$ cat config.mk
export PLATFORM = sky130hd
export DESIGN_NAME = spcr_regs
export DESIGN_NICKNAME = d
export VERILOG_FILES = /design/src/spcr_sync.v /design/src/spcr_sticky.v /design/src/spcr_regs.v
export VERILOG_INCLUDE_DIRS = /design/src
export SDC_FILE = /design/constraint.sdc
export NUM_CORES = 1
export LEC_CHECK = 0
export ABC_AREA = 1
export BUFFER_PORTS_ARGS = -buffer_cell sky130_fd_sc_hd__clkbuf_2
export CAP_MARGIN = 10
export CORE_UTILIZATION = 52
export CTS_CLUSTER_DIAMETER = 50
export DETAILED_ROUTE_END_ITERATION = 8
export PLACE_DENSITY = 0.91
export RECOVER_POWER = 25
export SLEW_MARGIN = 20
export SYNTH_ARGS = -nofsm -noshare
export SYNTH_HDL_FRONTEND = slang
export SYNTH_HIERARCHICAL = 1
export SYNTH_SLANG_ARGS = --single-unit
$ cat constraint.sdc
create_clock -name mclk -period 4.8 [get_ports mclk]
set_input_delay 0.48 -clock mclk [delete_from_list [all_inputs] [get_ports mclk]]
set_output_delay 0.48 -clock mclk [all_outputs]
set_load 0.02 [all_outputs]
$ cat src/spcr_consts.vh
// constants for the serial port pcs control register bank
`ifndef SPCR_CONSTS_VH
`define SPCR_CONSTS_VH

// register indexes as printed
`define SPCR_IDX_ADVERT       32'h001F0004
`define SPCR_IDX_EXPANSION    32'h001F0006
`define SPCR_IDX_DIG_CTRL     32'h001F8000
`define SPCR_IDX_AN_CTRL      32'h001F8001
`define SPCR_IDX_AN_STATUS    32'h001F8002

// byte addresses, four bytes per index
`define SPCR_ADDR_ADVERT      (`SPCR_IDX_ADVERT << 2)
`define SPCR_ADDR_EXPANSION   (`SPCR_IDX_EXPANSION << 2)
`define SPCR_ADDR_DIG_CTRL    (`SPCR_IDX_DIG_CTRL << 2)
`define SPCR_ADDR_AN_CTRL     (`SPCR_IDX_AN_CTRL << 2)
`define SPCR_ADDR_AN_STATUS   (`SPCR_IDX_AN_STATUS << 2)

// reset values
`define SPCR_RST_DIG_CTRL     16'h2400
`define SPCR_RST_AN_CTRL      5'h04
`define SPCR_RST_ADVERT       16'h0020

// field positions
`define SPCR_EXP_PAGE_BIT     1
`define SPCR_DIG_LOOP_BIT     14
`define SPCR_DIG_PSAVE_BIT    11
`define SPCR_ANC_LINK_BIT     4
`define SPCR_ANC_ROLE_BIT     3
`define SPCR_ANC_MODE_HI      2
`define SPCR_ANC_MODE_LO      1
`define SPCR_ANC_IRQEN_BIT    0
`define SPCR_STS_CPLT_BIT     0

// pcs mode codes
`define SPCR_MODE_SERDES      2'h0
`define SPCR_MODE_SGMII       2'h2

// code group width
`define SPCR_CODE_W           10

`endif

$ cat src/spcr_sync.v
// two flip-flop synchroniser for levels from outside the clock domain
`timescale 1ns/100ps
module spcr_sync #(
  parameter W = 1
) (
  input  wire         mclk,
  input  wire         rst_n,
  input  wire [W-1:0] async_in,
  output wire [W-1:0] sync_out
);

  reg [W-1:0] meta_q;
  reg [W-1:0] sync_q;

  always @(posedge mclk or negedge rst_n) begin
    if (!rst_n) begin
      meta_q <= {W{1'b0}};
      sync_q <= {W{1'b0}};
    end else begin
      meta_q <= async_in;
      sync_q <= meta_q;
    end
  end

  assign sync_out = sync_q;

endmodule

$ cat src/spcr_sticky.v
// sticky event flag, a set in the clearing cycle wins
`timescale 1ns/100ps
module spcr_sticky (
  input  wire mclk,
  input  wire rst_n,
  input  wire set_i,
  input  wire clr_i,
  output wire flag_o
);

  reg flag_q;
  reg flag_d;

  always @* begin
    flag_d = flag_q;
    if (clr_i) begin
      flag_d = 1'b0;
    end
    if (set_i) begin
      flag_d = 1'b1;
    end
  end

  always @(posedge mclk or negedge rst_n) begin
    if (!rst_n) begin
      flag_q <= 1'b0;
    end else begin
      flag_q <= flag_d;
    end
  end

  assign flag_o = flag_q;

endmodule

$ cat src/spcr_regs.v
// serial port pcs control and status registers on ahb-lite
`timescale 1ns/100ps
`include "spcr_consts.vh"
module spcr_regs (
  input  wire                    mclk,
  input  wire                    nrst,
  input  wire                    hsel,
  input  wire [31:0]             haddr,
  input  wire [1:0]              htrans,
  input  wire                    hwrite,
  input  wire [2:0]              hsize,
  input  wire [31:0]             hwdata,
  input  wire                    hready,
  output wire                    hreadyout,
  output wire                    hresp,
  output wire [31:0]             hrdata,
  input  wire                    an_page_rx,
  input  wire                    an_done,
  input  wire                    lp_link_up,
  input  wire [1:0]              lp_speed,
  input  wire                    lp_duplex,
  input  wire [`SPCR_CODE_W-1:0] rx_code,
  input  wire [`SPCR_CODE_W-1:0] tx_code_in,
  output wire [`SPCR_CODE_W-1:0] tx_code,
  output wire                    loopback_en,
  output wire                    serdes_rx_en,
  output wire                    serdes_tx_en,
  output wire                    pll_en,
  output wire [1:0]              pcs_mode,
  output wire                    sgmii_mode,
  output wire                    serdes_mode,
  output wire                    phy_side_role,
  output wire                    link_status_set,
  output wire                    an_irq
);

  // reset release
  reg  [1:0]  rst_sync_q;
  wire        rst_n;

  always @(posedge mclk or negedge nrst) begin
    if (!nrst) begin
      rst_sync_q <= 2'h0;
    end else begin
      rst_sync_q <= {rst_sync_q[0], 1'b1};
    end
  end

  assign rst_n = rst_sync_q[1];

  // partner status from the serdes side
  wire [3:0]  lp_stat_s;

  spcr_sync #(
    .W (4)
  ) u_lp_sync (
    .mclk     (mclk),
    .rst_n    (rst_n),
    .async_in ({lp_link_up, lp_speed, lp_duplex}),
    .sync_out (lp_stat_s)
  );

  // bus state
  reg         hreadyout_q;
  reg  [31:0] hrdata_q;
  reg         wr_pend_q;
  reg         rd_pend_q;
  reg  [31:0] addr_q;
  wire        req_take;
  wire        wr_take;
  wire        rd_take;

  // register state
  reg  [15:0] dig_ctrl_q;
  reg  [4:0]  anc_pend_q;
  reg  [4:0]  anc_act_q;
  reg  [15:0] advert_q;
  reg  [`SPCR_CODE_W-1:0] tx_code_q;
  reg         rx_en_q;
  reg         tx_en_q;
  reg         pll_en_q;
  reg  [1:0]  mode_q;
  reg         sgmii_q;
  reg         serdes_q;
  reg         role_q;
  reg         link_set_q;
  reg         irq_q;

  // flag control
  wire        page_flag;
  wire        cplt_flag;
  wire        page_clr;
  wire        cplt_clr;
  reg  [31:0] rd_mux;

  assign req_take = hsel & htrans[1] & hready;
  assign wr_take  = req_take & hwrite;
  assign rd_take  = req_take & ~hwrite;

  spcr_sticky u_page_flag (
    .mclk   (mclk),
    .rst_n  (rst_n),
    .set_i  (an_page_rx),
    .clr_i  (page_clr),
    .flag_o (page_flag)
  );

  spcr_sticky u_cplt_flag (
    .mclk   (mclk),
    .rst_n  (rst_n),
    .set_i  (an_done),
    .clr_i  (cplt_clr),
    .flag_o (cplt_flag)
  );

  // read clears page flag at the data edge
  assign page_clr = rd_pend_q & (addr_q == `SPCR_ADDR_EXPANSION);
  // write of zero to bit 0 clears complete flag
  assign cplt_clr = wr_pend_q & (addr_q == `SPCR_ADDR_AN_STATUS)
                    & ~hwdata[`SPCR_STS_CPLT_BIT];

  // read data selection
  always @* begin
    rd_mux = 32'h0000_0000;
    case (addr_q)
      `SPCR_ADDR_EXPANSION: begin
        rd_mux[`SPCR_EXP_PAGE_BIT] = page_flag;
      end
      `SPCR_ADDR_DIG_CTRL: begin
        rd_mux[15:0] = dig_ctrl_q;
      end
      `SPCR_ADDR_AN_CTRL: begin
        rd_mux[4:0] = anc_pend_q;
      end
      `SPCR_ADDR_ADVERT: begin
        rd_mux[15:0] = advert_q;
      end
      `SPCR_ADDR_AN_STATUS: begin
        rd_mux[4:1] = lp_stat_s;
        rd_mux[`SPCR_STS_CPLT_BIT] = cplt_flag;
      end
      default: begin
        rd_mux = 32'h0000_0000;
      end
    endcase
  end

  // ahb-lite slave, reads take one wait state
  always @(posedge mclk or negedge rst_n) begin
    if (!rst_n) begin
      hreadyout_q <= 1'b1;
      hrdata_q    <= 32'h0000_0000;
      wr_pend_q   <= 1'b0;
      rd_pend_q   <= 1'b0;
      addr_q      <= 32'h0000_0000;
    end else begin
      wr_pend_q <= 1'b0;
      if (rd_pend_q) begin
        hrdata_q    <= rd_mux;
        hreadyout_q <= 1'b1;
        rd_pend_q   <= 1'b0;
      end else if (req_take) begin
        addr_q      <= {haddr[31:2], 2'h0};
        wr_pend_q   <= wr_take;
        rd_pend_q   <= rd_take;
        hreadyout_q <= ~rd_take;
      end
    end
  end

  // register writes
  always @(posedge mclk or negedge rst_n) begin
    if (!rst_n) begin
      dig_ctrl_q <= `SPCR_RST_DIG_CTRL;
      anc_pend_q <= `SPCR_RST_AN_CTRL;
      anc_act_q  <= `SPCR_RST_AN_CTRL;
      advert_q   <= `SPCR_RST_ADVERT;
    end else if (wr_pend_q) begin
      case (addr_q)
        `SPCR_ADDR_DIG_CTRL: begin
          dig_ctrl_q <= hwdata[15:0];
        end
        `SPCR_ADDR_AN_CTRL: begin
          anc_pend_q <= hwdata[4:0];
        end
        `SPCR_ADDR_ADVERT: begin
          advert_q  <= hwdata[15:0];
          anc_act_q <= anc_pend_q;
        end
        default: begin
          advert_q <= advert_q;
        end
      endcase
    end
  end

  // pcs side controls
  always @(posedge mclk or negedge rst_n) begin
    if (!rst_n) begin
      tx_code_q  <= {`SPCR_CODE_W{1'b0}};
      rx_en_q    <= 1'b0;
      tx_en_q    <= 1'b0;
      pll_en_q   <= 1'b0;
      mode_q     <= `SPCR_MODE_SGMII;
      sgmii_q    <= 1'b0;
      serdes_q   <= 1'b0;
      role_q     <= 1'b0;
      link_set_q <= 1'b0;
      irq_q      <= 1'b0;
    end else begin
      rx_en_q  <= ~dig_ctrl_q[`SPCR_DIG_PSAVE_BIT];
      tx_en_q  <= ~dig_ctrl_q[`SPCR_DIG_PSAVE_BIT];
      pll_en_q <= 1'b1;
      if (dig_ctrl_q[`SPCR_DIG_PSAVE_BIT]) begin
        tx_code_q <= {`SPCR_CODE_W{1'b0}};
      end else if (dig_ctrl_q[`SPCR_DIG_LOOP_BIT]) begin
        tx_code_q <= rx_code;
      end else begin
        tx_code_q <= tx_code_in;
      end
      mode_q     <= anc_act_q[`SPCR_ANC_MODE_HI:`SPCR_ANC_MODE_LO];
      sgmii_q    <= (anc_act_q[`SPCR_ANC_MODE_HI:`SPCR_ANC_MODE_LO]
                     == `SPCR_MODE_SGMII);
      serdes_q   <= (anc_act_q[`SPCR_ANC_MODE_HI:`SPCR_ANC_MODE_LO]
                     == `SPCR_MODE_SERDES);
      role_q     <= anc_act_q[`SPCR_ANC_ROLE_BIT];
      link_set_q <= anc_act_q[`SPCR_ANC_LINK_BIT];
      irq_q      <= cplt_flag & anc_act_q[`SPCR_ANC_IRQEN_BIT];
    end
  end

  assign hreadyout       = hreadyout_q;
  assign hresp           = 1'b0;
  assign hrdata          = hrdata_q;
  assign tx_code         = tx_code_q;
  assign loopback_en     = dig_ctrl_q[`SPCR_DIG_LOOP_BIT];
  assign serdes_rx_en    = rx_en_q;
  assign serdes_tx_en    = tx_en_q;
  assign pll_en          = pll_en_q;
  assign pcs_mode        = mode_q;
  assign sgmii_mode      = sgmii_q;
  assign serdes_mode     = serdes_q;
  assign phy_side_role   = role_q;
  assign link_status_set = link_set_q;
  assign an_irq          = irq_q;

endmodule

==> impl_metrics.yaml <==
grt:
  grtUsageMet3_pct: 5.97
  grt_max_degree: 76
  gr-usage-met1_pct: 27.9
  antenna_found_initial: 0
  grt_pass1_vias: 3912
  grt_use_total_pct: 22.7
  busiest_layer: "met2"
  grt_pass1_wl_um: 18000
  met2_usage_pct: 37.4
  grt_overflow_total: 0
job:
  drv_cap: 1
sta:
  final_hold_viol_count: 0
  tightest_slew_ps: 1780
  tns_ps: 0
  slew_viol_final: 47
  fin_crit_ps: 2490
  setup_violations: 0
  rsz0062_at_grt: "false"
  fmax_mhz: 401
  max_slew_margin_pct: -19.0
  finClkSkew_ps: 8.54
  finalWorstSetupSlack_ps: 2310
  fin_crit_sh_pct: 51.9
floorplanning:
  dieArea_um2: 10600
  placementRows: 36
  num_io_pins: 155
  start_util_pct: 54.1
  core_region_area_um2: 9820
  die_x_um: 103
  die_y_um: 103
final_layout:
  nNetsFinal: 770
  drive_gt1_share_pct: 30.1
  fin_cells: 815
  antenna_cells: 0
  final_util_pct: 65.1
  syn_to_final_growth_pct: 20.4
  fillers: 771
critical_path:
  reg2reg_slack_ps: 2310
  critPathKind: "reg -> async"
  endpoint_kind: "async pin"
  critical-path-top-delay-family: "flip-flops"
  r2r_cells: 1
  critical_path_buf_inv_count: 1
  crit_path_cell_trace: "buf_4"
  reg2reg_to: "addr_q[29]$_DFFE_PN0P_"
  crit_required_ps: 5310
  cp-start-kind: "flop"
  arrival_ps: 3010
  worst_path_max_delay_cell: "dfrtp_1"
  crit_fanout: 75
  slowest_delay_ps: 1540
  r2r_start: "rst_sync_q[1]$_DFF_PN0_"
  critPathLaunch: "rst_sync_q[1]$_DFF_PN0_"
min_path:
  hold_start: "lp_link_up"
  holdPathStages: 1
  min_path_type: "in -> reg"
  min_to: "u_lp_sync/meta_q[3]$_DFF_PN0_"
logic_synthesis:
  yosysWarnings: 6
  synth_area_um2: 5310
  ys_seq_area_share_pct: 57.7
  netlist_instances: 557
  avgSynthCellArea_um2: 9.53
  ys_seq_elements: 122
  yosysUniqueCellTypes: 26
route:
  drt-initial-drc-count: 302
  drc: 0
  vias: 4122
  wirelength_um: 11300
  vias_per_cell: 5.06
  drtPass1Iterations: 5
  ant_nets: 0
  detail_route.wl_per_cell_um: 13.9
placed_design:
  place_congestion: 0.778
  place_ws_ps: 2360
  dp_hpwl_um: 7680
  portBuffers: 115
  placed_cells: 783
clock_tree:
  clk_path_buf_depth: 2
  clk_pin_slew_ps: 50
  cts-resized-gates: 0
  post_cts_buffers: 0
  clock_latency_ps: 520
  cts_root_buf: "clkbuf_8"
  cts.sinks: 122
  tritoncts: "built"
  ctsHtreeMaxLevel: 4
  cts_made_buffers: 17
power_and_ir_drop:
  ir_drop_v: 0.000263
  power_uw: 2560
  leakage_uw: 0.00327
  power_density_nw_per_um2: 401
outcome:
  status: "finished, violations left"
  violations: "max-capacitance violations, max-slew violations"
registers in the layout, indices dropped and copies added, names as in the netlist:
signal / cells
u_cplt_flag/flag_o: 1
hrdata: 16
link_status_set: 1
advert_q: 16
wr_pend_q: 1
u_lp_sync/meta_q: 4
addr_q: 30
serdes_tx_en: 1
pcs_mode: 2
rd_pend_q: 1
dig_ctrl_q: 16
anc_pend_q: 5
serdes_mode: 1
u_page_flag/flag_o: 1
rst_sync_q: 2
phy_side_role: 1
tx_code: 10
u_lp_sync/sync_out: 4
anc_act_q: 5
sgmii_mode: 1
hreadyout: 1
an_irq: 1
pll_en: 1
metrics by stage:
step	area, µm²	hold WS [ps]
detailed placement	5830	270
CTS	6400	53.6
global route	6390	53.1
global placement	5830	268
finish	6390	70.7
floorplan	5370	184
metal layers:
layer | wire (µm) | share of wire [%] | vias to the layer above
li1 | - | - | 1978
met1 | 4560 | 40 | 1993
met2 | 5970 | 53 | 123
met3 | 503 | 4.5 | 28
met4 | 264 | 2.3 | 0
met5 | 0 | 0 | -
cells by family (layout without fill, tap and decap cells):
kind of cell | count (synthesis) | in the layout | synth area share (%)
flops | 122 | 122 | 57.7
other cells | 2 | 19 | 0.141
buf+inv | 100 | 208 | 9.83
simple gates | 231 | 231 | 19.5
mux | 5 | 5 | 1.06
compound gates | 97 | 97 | 11.7
Yosys cell counts, drive strengths merged:
library cell	count	area share (%)
o21ai	58	7.8
clkbuf	8	0.57
buf	33	5.1
a21oi	28	2.6
mux2	5	1.1
dfrtp	115	54
nor3	2	0.19
nand2	90	6.6
nand3	48	5.2
dfstp	7	3.5
nand4	2	0.24
nor2	88	7.1
inv	58	4.1
nor4	1	0.12
clkinv	1	0.071
conb	2	0.14
a31oi	11	1.3
placed cells by master, fill, tap and decap left out, drive strengths merged:
| cell type | n |
|---|---|
| a31oi | 11 |
| clkinv | 2 |
| o21ai | 58 |
| nand3 | 48 |
| buf | 2 |
| dfstp | 7 |
| nor4 | 1 |
| nor3 | 2 |
| clkbuf | 144 |
| dlygate4sd3 | 1 |
| nand2 | 90 |
| dfrtp | 115 |
| nand4 | 2 |
| mux2 | 5 |
| conb | 19 |
| bufinv | 1 |
| nor2 | 88 |
| a21oi | 28 |
| inv | 58 |
cell type report:
class	count	area [µm²]	area share, %
Sequential cell	122	3060	47.9
Multi-Input combinational cell	352	1790	28.0
Timing Repair Buffer	118	598	9.36
Clock buffer	29	519	8.13
Inverter	59	221	3.47
Tap cell	133	166	2.60
Clock inverter	2	35.0	0.548
power breakdown:
part           internal, µW  switching, µW
Sequential             1100           44.4
Clock                   766            411
Combinational          83.5            152
Total                  1950            608
how the worst max path moves through the flow:
stage / end / cells after the start
after floorplan: addr_q[10]$_DFFE_PN0P_ / 0
after global placement: addr_q[22]$_DFFE_PN0P_ / 4
after detailed placement: addr_q[21]$_DFFE_PN0P_ / 4
after CTS: addr_q[21]$_DFFE_PN0P_ / 4
after global routing: addr_q[15]$_DFFE_PN0P_ / 1
final: addr_q[29]$_DFFE_PN0P_ / 1
what timing repair did:
| item | 4_1_cts | 5_1_grt |
|---|---|---|
| hold buffers | 1 | 0 |
| endpoints found under the hold margin | 2 | 0 |
| endpoints found under the setup margin | 0 | 0 |
Power figures use the tool's default switching activity.
